`src/inc/athacc_pkg.sv`:
```
// Functional notes
// - each new result with magnitude at or above threshold increments 8-bit hit count
// - a result below threshold decrements the hit count or clears it, as configured
// - comparator enable and below-threshold behaviour come from the configuration register
// - a read-only 32-bit sum adds each result while accumulation is enabled
// - the sum clears when accumulation is disabled or the channel is reconfigured
// - the sum-exceeded status flag sets when sum is strictly above the sum limit
// - sum-exceeded raises the interrupt only when its mask bit is set
// - the sum is compared with a 32-bit read/write limit register reset to zero
// - the comparator status bit sets when hit count equals its limit, raising the interrupt only when its mask bit is set
// - unipolar compares all sixteen threshold bits, two's complement only the low fifteen
// - writing channel control or mode register clears hit count and sum
package athacc_pkg;
    localparam int          RES_W = 16;
    localparam int          CNT_W = 8;
    localparam int          SUM_W = 32;
    localparam int          ADR_W = 32;
    // register byte addresses
    localparam logic [31:0] ADR_STATUS  = 32'hFFFF0500;
    localparam logic [31:0] ADR_MASK    = 32'hFFFF0504;
    localparam logic [31:0] ADR_MODE    = 32'hFFFF0508;
    localparam logic [31:0] ADR_CTRL    = 32'hFFFF050C;
    localparam logic [31:0] ADR_CONFIG  = 32'hFFFF0510;
    localparam logic [31:0] ADR_THRESH  = 32'hFFFF053C;
    localparam logic [31:0] ADR_HITLIM  = 32'hFFFF0540;
    localparam logic [31:0] ADR_HITCNT  = 32'hFFFF0544;
    localparam logic [31:0] ADR_SUM     = 32'hFFFF0548;
    localparam logic [31:0] ADR_SUMLIM  = 32'hFFFF054C;
    // status and mask bit positions
    localparam int          STA_W       = 3;
    localparam int          STA_READY   = 0;
    localparam int          STA_HIT     = 1;
    localparam int          STA_SUMEX   = 2;
    // configuration bit positions
    localparam int          CFG_W       = 3;
    localparam int          CFG_CMP_EN  = 0;
    localparam int          CFG_CMP_CLR = 1;
    localparam int          CFG_ACC_EN  = 2;
    // channel control: bit 0 selects unipolar coding
    localparam int          CTL_W       = 16;
    localparam int          CTL_UNIPOL  = 0;
    // reset values and the hit count ceiling
    localparam logic [15:0] RST_THRESH  = 16'h0000;
    localparam logic [7:0]  RST_HITLIM  = 8'h01;
    localparam logic [31:0] RST_SUMLIM  = 32'h00000000;
    localparam logic [7:0]  CNT_MAX     = 8'hFF;
    localparam logic [7:0]  CNT_ZERO    = 8'h00;
    localparam logic [31:0] SUM_ZERO    = 32'h00000000;
endpackage : athacc_pkg

```
`src/inc/athacc_res_if.sv`:
```
`timescale 1ns/10ps
// carries each converter result and the reconfiguration clear to the post-processing units
interface athacc_res_if;
    logic        valid;
    logic [15:0] data;
    logic        unipolar;
    logic        clr;
    modport src (output valid, output data, output unipolar, output clr);
    modport snk (input valid, input data, input unipolar, input clr);
endinterface : athacc_res_if

```
`src/athacc_hit_cnt.sv`:
```
`timescale 1ns/10ps
module athacc_hit_cnt (
    input  wire logic              i_mclk,
    input  wire logic              i_sys_rst,
    athacc_res_if.snk              res,
    input  wire logic              i_en,
    input  wire logic              i_clr_mode,
    input  wire logic [15:0]       i_thresh,
    input  wire logic [7:0]        i_limit,
    output logic      [7:0]        o_count,
    output logic                   o_evt
);
    logic [15:0] mag;
    logic [15:0] thr;
    logic        ge;
    logic [7:0]  cnt_d;

    // magnitude; -32768 gives 32768 which still fits sixteen bits
    always_comb begin
        if (res.unipolar || !res.data[15]) begin
            mag = res.data;
        end else begin
            mag = 16'(~res.data + 16'h0001);
        end
        thr = res.unipolar ? i_thresh : {1'b0, i_thresh[14:0]};
        ge  = (mag >= thr);
    end

    // next count: up on a hit, down or cleared on a miss, pinned at both ends
    always_comb begin
        if (ge) begin
            cnt_d = (o_count == athacc_pkg::CNT_MAX) ? o_count : 8'(o_count + 8'h01);
        end else if (i_clr_mode) begin
            cnt_d = athacc_pkg::CNT_ZERO;
        end else begin
            cnt_d = (o_count == athacc_pkg::CNT_ZERO) ? o_count : 8'(o_count - 8'h01);
        end
    end

    // reconfiguration wins over a result landing in the same cycle
    always_ff @(posedge i_mclk or posedge i_sys_rst) begin
        if (i_sys_rst) begin
            o_count <= athacc_pkg::CNT_ZERO;
            o_evt   <= 1'b0;
        end else if (res.clr) begin
            o_count <= athacc_pkg::CNT_ZERO;
            o_evt   <= 1'b0;
        end else if (res.valid && i_en) begin
            o_count <= cnt_d;
            o_evt   <= (cnt_d == i_limit);
        end else begin
            o_evt   <= 1'b0;
        end
    end
endmodule : athacc_hit_cnt

```
`src/athacc_sum.sv`:
```
`timescale 1ns/10ps
module athacc_sum (
    input  wire logic              i_mclk,
    input  wire logic              i_sys_rst,
    athacc_res_if.snk              res,
    input  wire logic              i_en,
    input  wire logic [31:0]       i_limit,
    output logic      [31:0]       o_sum,
    output logic                   o_evt
);
    logic [31:0] ext;
    logic [31:0] sum_d;
    logic        over;

    // extend by coding, wrap on overflow; signed compare only for two's complement
    always_comb begin
        ext   = res.unipolar ? {16'h0000, res.data} : {{16{res.data[15]}}, res.data};
        sum_d = 32'(o_sum + ext);
        over  = res.unipolar ? (sum_d > i_limit) : ($signed(sum_d) > $signed(i_limit));
    end

    // accumulator register, cleared while disabled or on reconfiguration
    always_ff @(posedge i_mclk or posedge i_sys_rst) begin
        if (i_sys_rst) begin
            o_sum <= athacc_pkg::SUM_ZERO;
            o_evt <= 1'b0;
        end else if (res.clr || !i_en) begin
            o_sum <= athacc_pkg::SUM_ZERO;
            o_evt <= 1'b0;
        end else if (res.valid) begin
            o_sum <= sum_d;
            o_evt <= over;
        end else begin
            o_evt <= 1'b0;
        end
    end
endmodule : athacc_sum

```
`src/athacc_top.sv`:
```
// Decided for this implementation: the plain strobed port.
`timescale 1ns/10ps
module athacc_top (
    input  wire logic              i_mclk,
    input  wire logic              i_sys_rst,
    input  wire logic [31:0]       i_addr,
    input  wire logic [31:0]       i_wdata,
    input  wire logic              i_wr,
    input  wire logic              i_rd,
    output logic      [31:0]       o_rdata,
    input  wire logic              i_res_valid,
    input  wire logic [15:0]       i_res_data,
    output logic                   o_irq
);
    athacc_res_if res ();

    logic [15:0] thresh_q;
    logic [7:0]  hitlim_q;
    logic [31:0] sumlim_q;
    logic [2:0]  cfg_q;
    logic [2:0]  mask_q;
    logic [2:0]  status_q;
    logic [2:0]  status_set;
    logic [2:0]  status_clr;
    logic [15:0] ctrl_q;
    logic [15:0] mode_q;
    logic [7:0]  hit_count;
    logic [31:0] sum;
    logic        hit_evt;
    logic        sum_evt;
    logic [31:0] rd_d;
    logic        wr_status;

    // any write to control or mode counts as reconfiguring the channel
    assign res.valid    = i_res_valid;
    assign res.data     = i_res_data;
    assign res.unipolar = ctrl_q[athacc_pkg::CTL_UNIPOL];
    assign res.clr      = i_wr && (i_addr == athacc_pkg::ADR_CTRL
                                || i_addr == athacc_pkg::ADR_MODE);

    athacc_hit_cnt u_hit (
        .i_mclk     (i_mclk),
        .i_sys_rst  (i_sys_rst),
        .res        (res),
        .i_en       (cfg_q[athacc_pkg::CFG_CMP_EN]),
        .i_clr_mode (cfg_q[athacc_pkg::CFG_CMP_CLR]),
        .i_thresh   (thresh_q),
        .i_limit    (hitlim_q),
        .o_count    (hit_count),
        .o_evt      (hit_evt)
    );

    athacc_sum u_sum (
        .i_mclk     (i_mclk),
        .i_sys_rst  (i_sys_rst),
        .res        (res),
        .i_en       (cfg_q[athacc_pkg::CFG_ACC_EN]),
        .i_limit    (sumlim_q),
        .o_sum      (sum),
        .o_evt      (sum_evt)
    );

    // software-writable settings; the sum limit register is a full 32-bit word
    always_ff @(posedge i_mclk or posedge i_sys_rst) begin
        if (i_sys_rst) begin
            thresh_q <= athacc_pkg::RST_THRESH;
            hitlim_q <= athacc_pkg::RST_HITLIM;
            sumlim_q <= athacc_pkg::RST_SUMLIM;
            cfg_q    <= '0;
            mask_q   <= '0;
        end else if (i_wr) begin
            if (i_addr == athacc_pkg::ADR_THRESH) begin
                thresh_q <= i_wdata[15:0];
            end
            if (i_addr == athacc_pkg::ADR_HITLIM) begin
                hitlim_q <= i_wdata[7:0];
            end
            if (i_addr == athacc_pkg::ADR_SUMLIM) begin
                sumlim_q <= i_wdata;
            end
            if (i_addr == athacc_pkg::ADR_CONFIG) begin
                cfg_q <= i_wdata[2:0];
            end
            if (i_addr == athacc_pkg::ADR_MASK) begin
                mask_q <= i_wdata[2:0];
            end
        end
    end

    // mode is stored only and control supplies only the unipolar bit; writing either also clears the counters
    always_ff @(posedge i_mclk or posedge i_sys_rst) begin
        if (i_sys_rst) begin
            ctrl_q <= '0;
            mode_q <= '0;
        end else if (i_wr) begin
            if (i_addr == athacc_pkg::ADR_CTRL) begin
                ctrl_q <= i_wdata[15:0];
            end
            if (i_addr == athacc_pkg::ADR_MODE) begin
                mode_q <= i_wdata[15:0];
            end
        end
    end

    // sticky events, write one to clear; a set in the clearing cycle survives
    always_comb begin
        wr_status                          = i_wr && (i_addr == athacc_pkg::ADR_STATUS);
        status_set                         = '0;
        status_set[athacc_pkg::STA_READY]  = i_res_valid;
        status_set[athacc_pkg::STA_HIT]    = hit_evt;
        status_set[athacc_pkg::STA_SUMEX]  = sum_evt;
        status_clr                         = wr_status ? i_wdata[2:0] : 3'h0;
    end

    always_ff @(posedge i_mclk or posedge i_sys_rst) begin
        if (i_sys_rst) begin
            status_q <= '0;
        end else begin
            status_q <= (status_q & ~status_clr) | status_set;
        end
    end

    // one level interrupt from the masked status bits
    always_ff @(posedge i_mclk or posedge i_sys_rst) begin
        if (i_sys_rst) begin
            o_irq <= 1'b0;
        end else begin
            o_irq <= |(((status_q & ~status_clr) | status_set) & mask_q);
        end
    end

    // read mux; unmapped addresses and reserved bits read as zero
    always_comb begin
        rd_d = 32'h00000000;
        unique case (i_addr)
            athacc_pkg::ADR_STATUS: rd_d = {29'h0, status_q};
            athacc_pkg::ADR_MASK:   rd_d = {29'h0, mask_q};
            athacc_pkg::ADR_MODE:   rd_d = {16'h0, mode_q};
            athacc_pkg::ADR_CTRL:   rd_d = {16'h0, ctrl_q};
            athacc_pkg::ADR_CONFIG: rd_d = {29'h0, cfg_q};
            athacc_pkg::ADR_THRESH: rd_d = {16'h0, thresh_q};
            athacc_pkg::ADR_HITLIM: rd_d = {24'h0, hitlim_q};
            athacc_pkg::ADR_HITCNT: rd_d = {24'h0, hit_count};
            athacc_pkg::ADR_SUM:    rd_d = sum;
            athacc_pkg::ADR_SUMLIM: rd_d = sumlim_q;
            default:                rd_d = 32'h00000000;
        endcase
    end

    // read data stand only in the cycle after the strobe
    always_ff @(posedge i_mclk or posedge i_sys_rst) begin
        if (i_sys_rst) begin
            o_rdata <= 32'h00000000;
        end else begin
            o_rdata <= i_rd ? rd_d : 32'h00000000;
        end
    end
endmodule : athacc_top

```
`config.mk`:
```
export PLATFORM = sky130hd
export DESIGN_NAME = athacc_top
export DESIGN_NICKNAME = d
export VERILOG_FILES = /design/src/inc/athacc_pkg.sv /design/src/inc/athacc_res_if.sv /design/src/athacc_hit_cnt.sv /design/src/athacc_sum.sv /design/src/athacc_top.sv
export SDC_FILE = /design/constraint.sdc
export NUM_CORES = 1
export LEC_CHECK = 0
export ABC_AREA = 1
export BUFFER_PORTS_ARGS = -buffer_cell sky130_fd_sc_hd__buf_2
export CORE_MARGIN = 1
export CORE_UTILIZATION = 60
export CTS_CLUSTER_SIZE = 24
export DETAILED_ROUTE_END_ITERATION = 8
export HOLD_SLACK_MARGIN = 0.02
export PLACE_DENSITY = 0.93
export SYNTH_ARGS = -nofsm -noshare
export SYNTH_HDL_FRONTEND = slang
export SYNTH_SLANG_ARGS = --single-unit
```
`constraint.sdc`:
```
create_clock -name i_mclk -period 18.9 [get_ports i_mclk]
set_clock_uncertainty 0.2 [all_clocks]
set_input_delay 4.725 -clock i_mclk [delete_from_list [all_inputs] [get_ports i_mclk]]
set_output_delay 4.725 -clock i_mclk [all_outputs]
set_load 0.05 [all_outputs]
```
==> results of run 1 <==
registers in the layout, indices dropped and copies added, names as in the netlist:
name / flops
mask_q: 3
u_hit.o_evt: 1
u_sum.o_sum: 32
cfg_q: 3
thresh_q: 16
sumlim_q: 32
ctrl_q: 16
u_hit.o_count: 8
o_irq: 1
u_sum.o_evt: 1
mode_q: 16
hitlim_q: 8
status_q: 3
o_rdata: 32
final cells by class:
cell class / instances / share of cell area
clock buffers: 17 / 0.0334
clock inverters: 15 / 0.0138
inverters: 239 / 0.0710
multi-input cells: 1070 / 0.472
flip-flops and latches: 172 / 0.338
well taps: 234 / 0.0230
repair buffers: 121 / 0.0484
cells in the mapped netlist, types with 2 or more instances:
cell      number
mux2_2         8
xor2_4         3
o21ai_0      132
xor2_2         3
inv_2         13
a21oi_1       52
o211ai_1       8
buf_2         23
mux2_1         8
nand4_1       25
nor4_1         5
clkbuf_2       2
a21o_1         2
o22ai_1       44
nor2_1       106
o21ai_1       14
clkbuf_1      16
a41oi_1        7
a211oi_1       2
xnor2_1        6
nor3_1        24
inv_1        224
xor2_1        32
nand3_2        2
and2_1         6
nor2_2        10
nand3_1       99
nand2_1      350
buf_6          2
o21bai_1       2
dfrtp_1      171
nand2_2       17
a31oi_1        7
ha_1          70
nor2_4         2
o221ai_1       8
o21a_1         3
worst reg2reg max path, delay by kind of cell, from the launching register on:
family | cells | cell delay [ns]
AOI/OAI and AO/OA | 2 | 0.35
adders and majority gates | 2 | 0.78
DFF | 1 | 0.54
and+or+nand+nor | 13 | 2.36
stage by stage:
step	area, um2	std cells	hold slack, ns	util
4_1_cts	12700	1868	0.289	0.680
3_3_place_gp	12100	1836	0.265	0.648
6_report	12700	1868	0.290	0.680
2_1_floorplan	11400	1526	0.228	-
5_1_grt	12700	1868	0.305	0.680
3_5_place_dp	12100	1836	0.272	0.648
layer usage:
| metal | share of wire | vias up |
|---|---|---|
| met1 | 0.41 | 5316 |
| met2 | 0.43 | 802 |
| li1 | - | 5202 |
| met4 | 0.030 | 0 |
| met5 | 0 | - |
| met3 | 0.13 | 109 |
cell families (layout without fill, tap and decap cells):
family / Yosys count / count (layout)
AOI/OAI and AO/OA: 287 / 287
xor gates and xnor gates: 44 / 44
adders and majority gates: 71 / 71
buffers and inverters: 284 / 392
DFF: 172 / 172
muxes: 16 / 16
and+or+nand+nor: 652 / 652
path summary, 6_finish.rpt:
| kind | slack (ns) | startpoint | cells past startpoint | end |
|---|---|---|---|---|
| setup / recovery | 10.69 | i_res_data[15] | 19 | u_sum.o_evt |
| hold / removal | 0.29 | sumlim_q[3] | 2 | sumlim_q[3] |
| setup reg to reg | 14.58 | ctrl_q[0] | 17 | u_sum.o_evt |
| hold reg to reg | 0.29 | sumlim_q[3] | 2 | sumlim_q[3] |
| max in group asynchronous | 12.65 | i_sys_rst | 3 | hitlim_q[6] |
| min in group asynchronous | 4.27 | i_sys_rst | 2 | u_hit.o_count[0] |
report_power, final:
part | switching (mW) | internal [mW]
Clock | 0.173 | 0.190
Combinational | 0.0512 | 0.0248
Sequential | 0.00000000676 | 0.368
Total | 0.225 | 0.582
cell usage in the layout, fill, tap and decap left out, drive strengths merged, types with 6 or more instances in the layout:
| master | Yosys | routed |
|---|---|---|
| a21oi | 53 | 53 |
| a31oi | 7 | 7 |
| a41oi | 7 | 7 |
| and2 | 6 | 6 |
| buf | 27 | 121 |
| clkbuf | 18 | 17 |
| clkinv | 2 | 7 |
| dfrtp | 171 | 171 |
| ha | 70 | 70 |
| inv | 237 | 246 |
| mux2 | 16 | 16 |
| nand2 | 369 | 369 |
| nand3 | 101 | 101 |
| nand4 | 26 | 26 |
| nor2 | 118 | 118 |
| nor3 | 24 | 24 |
| o211ai | 8 | 8 |
| o21ai | 147 | 147 |
| o221ai | 8 | 8 |
| o22ai | 45 | 45 |
| xnor2 | 6 | 6 |
| xor2 | 38 | 38 |
==> flow_summary.toml, run 1 <==
[critical_path]
critPathTopFamily = "simple AND/OR/NAND/NOR gates"
worst-setup-path-type = "in -> reg"
arrival_ns = 8.36
cp_slowest_cell = "nor2_4"
cp_num_buf_inv = 2
path_cells = "buf_2 -> inv_2 -> nor2_4 -> ha_1 -> a21oi_1 -> o211ai_1 -> nor2_1 -> nand4_1 -> and2_1 -> ha_1 -> nand2_1 -> nor2_1 -> nand2_1 -> nor4_1 -> nand2_1 -> nand4_1 -> nand2_1 -> nand2_1 -> nor2_1"
start_kind = "input port"
crit_fanout = 27
critPathMostFrequentCell = "nand2_1"
cp.required_ns = 19.04
crit_path_end_kind = "flop"
cpPeakStageDelay_ns = 0.47

[sta]
finalHoldViolations = 0
min_period_over_period = 0.435
rsz0062_at_grt = "no"
drv_slew = 0
max_freq_mhz = 122
worst_slack_ns = 10.69
period_needed_ns = 8.21
tns_ns = 0
setup_viol = 0
worst_slew_pin_slew_ns = 1.28
maxSlewHeadroom = 0.147

[grt]
overflow = 0
globalRouteTotalUtil = 0.370
met3_usage = 0.0991
use_met1 = 0.528
grt_pass1_wl_um = 55900
antenna_found_initial = 0
grt_max_degree = 98
grt_pass1_vias = 10700
gr-max-usage-layer = "met2"
met2_usage = 0.542

[route]
dr.pass1.iters = 6
drc_errors = 0
via_per_inst = 6.12
drt_iter0_drc = 1501
antenna_left = 0
routed-via-count = 11400
finalWirelength_um = 35600
wire_per_inst_um = 19.0

[power_and_ir_drop]
p_leak_nw = 6.36
p_total_uw = 807
pwr_density_cell_nw_per_um2 = 63.4
ir_drop_uv = 67.9

[yosys]
synth_area_leader_cell = "dfrtp_1"
synth_edf_count = 0
synthesis.area_um2 = 11400
syn-num-nets = 1682
ys_seq_elements = 172
synthDistinctLibCells = 55
syn_area_per_cell_um2 = 7.49
synth_top_family_by_area = "simple AND/OR/NAND/NOR gates"
synth_fa_ha_area_frac = 0.0784
synth_top_area_frac = 0.374
synth_area_leaders = "dfrtp_1, nand2_1, ha_1"
ys_seq_area_frac = 0.377
yosys.area_share.simple = 0.247
async_flop_share = 1.00
yosys_warnings = 0
ys.flop_type = "dfrtp_1"
synth_compound_area_frac = 0.143
muxShareOfSynthArea = 0.0158
syn_inst = 1526
synth-xor-area-share = 0.0406

[clock_tree]
clk_pin_slew_worst_paths_ns = 0.08
cts_tree = "done"
cts_max_level = 4
clock_sinks = 172
post_cts_resized = 0
cts_buffers = 17
holdBufCountCts = 0
cts_setup_buffers = 0
cts_buffer_depth = 2
cts-root-buf = "clkbuf_16"
clk_latency_ns = 0.45

[cells_and_area]
nFillCells = 1457
multi_input_area_um2 = 6000
drive_gt1_frac = 0.136
seqCellArea_um2 = 4310
diodes = 0
syn2layout_area_growth_pct = 11.3
layout.nets = 1777

[floorplan]
core_um2 = 18700
rows = 50
dieArea_um2 = 19600
fp.dieH_um = 140
die_x_um = 140
ios = 118
start_util = 0.611

[placed_design]
dp_hpwl_um = 25800
dpl_worst_slack_ns = 10.39
place_congestion = 0.946
port_buffers = 117

[worst_hold_path]
hold_class = "reg -> reg"

[flow_run]
drv_cap = 0

[status]
outcome = "complete, no violations"
No activity file was read; power rests on OpenSTA's default activity.
==> inputs of run 2 (changes only) <==
CORE_UTILIZATION = 54   (was 60)
PLACE_DENSITY = 0.89   (was 0.93)
clock period = 6.96 ns   (was 18.9 ns; I/O delays follow)
==> flow_summary.toml, run 2 (synthesized netlist as in run 1, its figures left out) <==
[critical_path]
r2r_slack_ns = 2.88
start_kind = "input port"
cp.required_ns = 7.09
crit_fanout = 11
crit_path_end_kind = "flop"
worst-setup-path-type = "in -> reg"
arrival_ns = 5.39

[power_and_ir_drop]
comb_power_share = 0.094
swShare = 0.271
clkPwrFrac = 0.446
p_leak_nw = 6.37
seqPwrFrac = 0.460
pwr_density_cell_nw_per_um2 = 170
p_int_mw = 1.58
ir_drop_uv = 171
p_total_mw = 2.17
p_sw_uw = 588

[route]
finalWirelength_um = 35200
drc_errors = 0
route.met3.wl_um = 4100
antenna_left = 0
met2_length_um = 15200
routed-via-count = 11300
wl_met1_um = 15100
via_per_inst = 5.91
drt_iter0_drc = 1263
dr.max_layer_used = "met4"
dr.pass1.iters = 6
wire_per_inst_um = 18.5

[cells_and_area]
reg.largest.list = "o_rdata: 32 flops, sumlim_q: 32 flops, u_sum.o_sum: 32 flops"
diodes = 0
design_area_um2 = 12800
mostFrequentLayoutCells = "nand2_1, inv_1, dfrtp_1"
layout.nets = 1781
multi_input_area_um2 = 6000
nFillCells = 1745
seqCellArea_um2 = 4310
final_common_cell = "nand2_1"
drive_gt1_frac = 0.138
syn2layout_area_growth_pct = 11.9

[placed_design]
place_congestion = 0.944
port_buffers = 117
dpl_worst_slack_ns = 1.37
dp_hpwl_um = 26600
place_area_um2 = 12200

[clock_tree]
cts_tree = "done"
cts_setup_buffers = 0
cts_max_level = 4
holdBufCountCts = 0
clk_latency_ns = 0.44
cts_buffer_depth = 2
post_cts_resized = 0
cts-root-buf = "clkbuf_16"
clk_pin_slew_worst_paths_ns = 0.07
cts_buffers = 17
clock_sinks = 172

[sta]
tns_ns = 0
rsz0062_at_grt = "no"
min_period_over_period = 0.757
worst_slew_pin_slew_ns = 1.19
worst_slack_ns = 1.69
drv_slew = 0
finalHoldViolations = 0
max_freq_mhz = 190
period_needed_ns = 5.27
maxSlewHeadroom = 0.208
setup_viol = 0

[floorplan]
ios = 118
fp.dieH_um = 148
rows = 52
die_x_um = 148
dieArea_um2 = 21800
core_um2 = 20500
start_util = 0.558

[grt]
overflow = 0
antenna_found_initial = 0
grt_pass1_vias = 10600
grt_max_degree = 68
grt_pass1_wl_um = 56400
globalRouteTotalUtil = 0.335

[status]
outcome = "complete, no violations"

[worst_hold_path]
hold_class = "reg -> reg"

[flow_run]
drv_cap = 0
==> run 2: cell type report <==
cell class / instances / share of cell area
Sequential cell: 172 / 0.337
Inverter: 239 / 0.0706
Clock inverter: 14 / 0.0120
Clock buffer: 18 / 0.0343
Tap cell: 270 / 0.0264
Multi-Input combinational cell: 1070 / 0.469
Timing Repair Buffer: 125 / 0.0505
==> run 2: path summary, 6_finish.rpt <==
check                              startpoint           to  depth (start not counted)
min in group asynchronous           i_sys_rst   o_rdata[6]                          2
worst min-delay path               ctrl_q[10]   ctrl_q[10]                          2
max in group asynchronous           i_sys_rst   ctrl_q[13]                          3
worst max-delay path            i_res_data[0]  u_hit.o_evt                         23
worst min register to register     ctrl_q[10]   ctrl_q[10]                          2
worst max register to register      ctrl_q[0]  u_sum.o_evt                         17
==> run 2: critical path, stage by stage <==
cell and delay (ns):
buf_2 0.11, inv_1 0.09, ha_1 0.15, inv_1 0.04, nor3_1 0.24, nand2_1 0.14
nor3_1 0.25, nand2_1 0.11, or3_1 0.35, o21ai_1 0.16, xor2_1 0.09, ha_1 0.30
nand4_1 0.12, nor3_1 0.24, nand2_1 0.26, nand2_1 0.39, o21ai_0 0.22, nand2_1 0.12
nand2_1 0.05, nand2_1 0.05, nor2_1 0.04, nand2_1 0.06, nor2_1 0.04
==> run 2: power by group through the flow <==
stage / sequential (mW) / clock, mW / combinational (mW)
floorplan: 1.02 / 0 / 0.129
global placement: 1.02 / 0 / 0.192
detailed placement: 1.02 / 0 / 0.198
CTS: 0.999 / 0.963 / 0.201
global route: 0.998 / 1.01 / 0.229
finish: 0.999 / 0.969 / 0.204
==> run 2: per-stage QoR <==
step | cells | hold WS (ns) | util
5_1_grt | 1908 | 0.301 | 0.624
4_1_cts | 1908 | 0.290 | 0.624
3_5_place_dp | 1876 | 0.273 | 0.595
3_3_place_gp | 1876 | 0.264 | 0.595
2_1_floorplan | 1526 | 0.228 | -
6_report | 1908 | 0.288 | 0.624
==> run 2: per-layer routing <==
metal,track usage,vias to the layer above
li1,-,5214
met1,0.488,5287
met2,0.490,702
met3,0.0796,71
met4,0.109,0
met5,0,-
==> inputs of run 3 (changes only) <==
CORE_UTILIZATION = 60   (was 54)
PLACE_DENSITY = 0.93   (was 0.89)
clock period = 5.1 ns   (was 6.96 ns; I/O delays follow)
==> flow_summary.toml, run 3 (synthesized netlist as in run 1, its figures left out) <==
[flow_run]
drv_cap = 0

[cells_and_area]
multi_input_area_um2 = 6000
reg.largest.list = "o_rdata: 32 flops, sumlim_q: 32 flops, u_sum.o_sum: 32 flops"
syn2layout_area_growth_pct = 12.3
diodes = 0
fin_cells = 1879
final_common_cell = "nand2_1"
mostFrequentLayoutCells = "nand2_1, inv_1, dfrtp_1"
final_core_util = 0.686
drive_gt1_frac = 0.142
seqCellArea_um2 = 4310
nFillCells = 1414
layout.nets = 1788
design_area_um2 = 12800

[clock_tree]
clk_pin_slew_worst_paths_ns = 0.07
clock_sinks = 172
clk_latency_ns = 0.44
post_cts_resized = 0
cts_max_level = 4
cts_buffer_depth = 2
cts_buffers = 17
cts_setup_buffers = 0
cts_tree = "done"
cts-root-buf = "clkbuf_16"
holdBufCountCts = 0

[grt]
globalRouteTotalUtil = 0.376
grt_pass1_wl_um = 56800
grt_max_degree = 173
overflow = 0
grt_pass1_vias = 10800
antenna_found_initial = 0

[sta]
drv_slew = 0
tns_ns = 0
max_freq_mhz = 221
min_period_over_period = 0.885
setup_viol = 0
period_needed_ns = 4.51
rsz0062_at_grt = "no"
maxSlewHeadroom = 0.217
worst_slack_ns = 0.585
hold_ws_ns = 0.290
worst_slew_pin_slew_ns = 1.17
finalHoldViolations = 0

[critical_path]
crit_fanout = 11
crit_path_end_kind = "flop"
cp_slowest_cell = "or3_1"
start_kind = "input port"
cp.required_ns = 5.23
critPathMostFrequentCell = "nand2_1"
path_cells = "buf_2 -> inv_1 -> ha_1 -> inv_1 -> nor3_1 -> nand2_1 -> nor3_1 -> nand2_1 -> or3_1 -> o21ai_1 -> xor2_1 -> ha_1 -> nand4_1 -> nor3_1 -> nand2_1 -> nand2_1 -> inv_1 -> o21ai_0 -> nand2_1 -> nand2_1 -> nand2_1 -> nand3_1 -> nor2_1"
cpPeakStageDelay_ns = 0.34
arrival_ns = 4.65
worst-setup-path-type = "in -> reg"

[worst_hold_path]
hold_class = "reg -> reg"

[floorplan]
ios = 118
die_x_um = 140
dieArea_um2 = 19600
start_util = 0.611
core_um2 = 18700
fp.dieH_um = 140
rows = 50

[placed_design]
place_congestion = 0.978
place_area_um2 = 12200
port_buffers = 117
dpl_worst_slack_ns = 0.279
dp_hpwl_um = 25900
dp_cells = 1847

[route]
drc_errors = 0
finalWirelength_um = 35900
antenna_left = 0
dr.pass1.iters = 7
drt_iter0_drc = 1740
wire_per_inst_um = 19.1
routed-via-count = 11600
via_per_inst = 6.15

[power_and_ir_drop]
p_total_mw = 3.04
p_leak_nw = 6.42
p_int_mw = 2.21
ir_drop_uv = 236
swShare = 0.272
seqPwrFrac = 0.449
p_sw_uw = 826
pwr_density_cell_nw_per_um2 = 236
clkPwrFrac = 0.458
comb_power_share = 0.093

[status]
outcome = "complete, no violations"
-- run 3: cell count changes in the layout (fill, tap and decap cells not counted), sizes merged --
cell	change
bufinv	+1
clkinv	+1
clkbuf	-1
inv	-1
buf	+7
-- run 3: cell type report --
| class | instances | share of cell area |
|---|---|---|
| Tap cell | 234 | 0.0228 |
| Multi-Input combinational cell | 1070 | 0.468 |
| Clock buffer | 17 | 0.0331 |
| Sequential cell | 172 | 0.335 |
| Inverter | 239 | 0.0703 |
| Timing Repair Buffer | 132 | 0.0553 |
| Clock inverter | 15 | 0.0157 |
-- run 3: routing by layer --
| metal | track usage | vias to the layer above | part of all wire |
|---|---|---|---|
| li1 | - | 5232 | - |
| met1 | 0.538 | 5358 | 0.40 |
| met2 | 0.559 | 842 | 0.43 |
| met3 | 0.0862 | 126 | 0.13 |
| met4 | 0.134 | 0 | 0.031 |
| met5 | 0 | - | 0 |
-- run 3: power groups by stage --
stage                     sequential, mW  combinational, mW  clock (mW)
after detailed placement            1.39              0.273           0
final                               1.36              0.284        1.39
after floorplan                     1.39              0.176           0
after CTS                           1.36              0.278        1.39
after global placement              1.39              0.265           0
after global routing                1.36              0.316        1.44
-- run 3: final timing paths --
kind	startpoint	endpoint	slack, ns	cells past startpoint
setup reg to reg	ctrl_q[0]	u_sum.o_evt	1.11	20
hold / removal	mode_q[3]	mode_q[3]	0.29	2
max in group asynchronous	i_sys_rst	o_rdata[27]	3.01	3
hold reg to reg	mode_q[3]	mode_q[3]	0.29	2
setup / recovery	i_res_data[1]	u_hit.o_evt	0.59	23
min in group asynchronous	i_sys_rst	u_hit.o_count[3]	0.80	3
-- run 3: critical path, delay by kind of cell --
kind	cells	cell delay [ns]
buf+inv	4	0.38
compound gates	2	0.29
xor+xnor	1	0.10
fa+ha+maj	2	0.45
simple gates	14	2.14
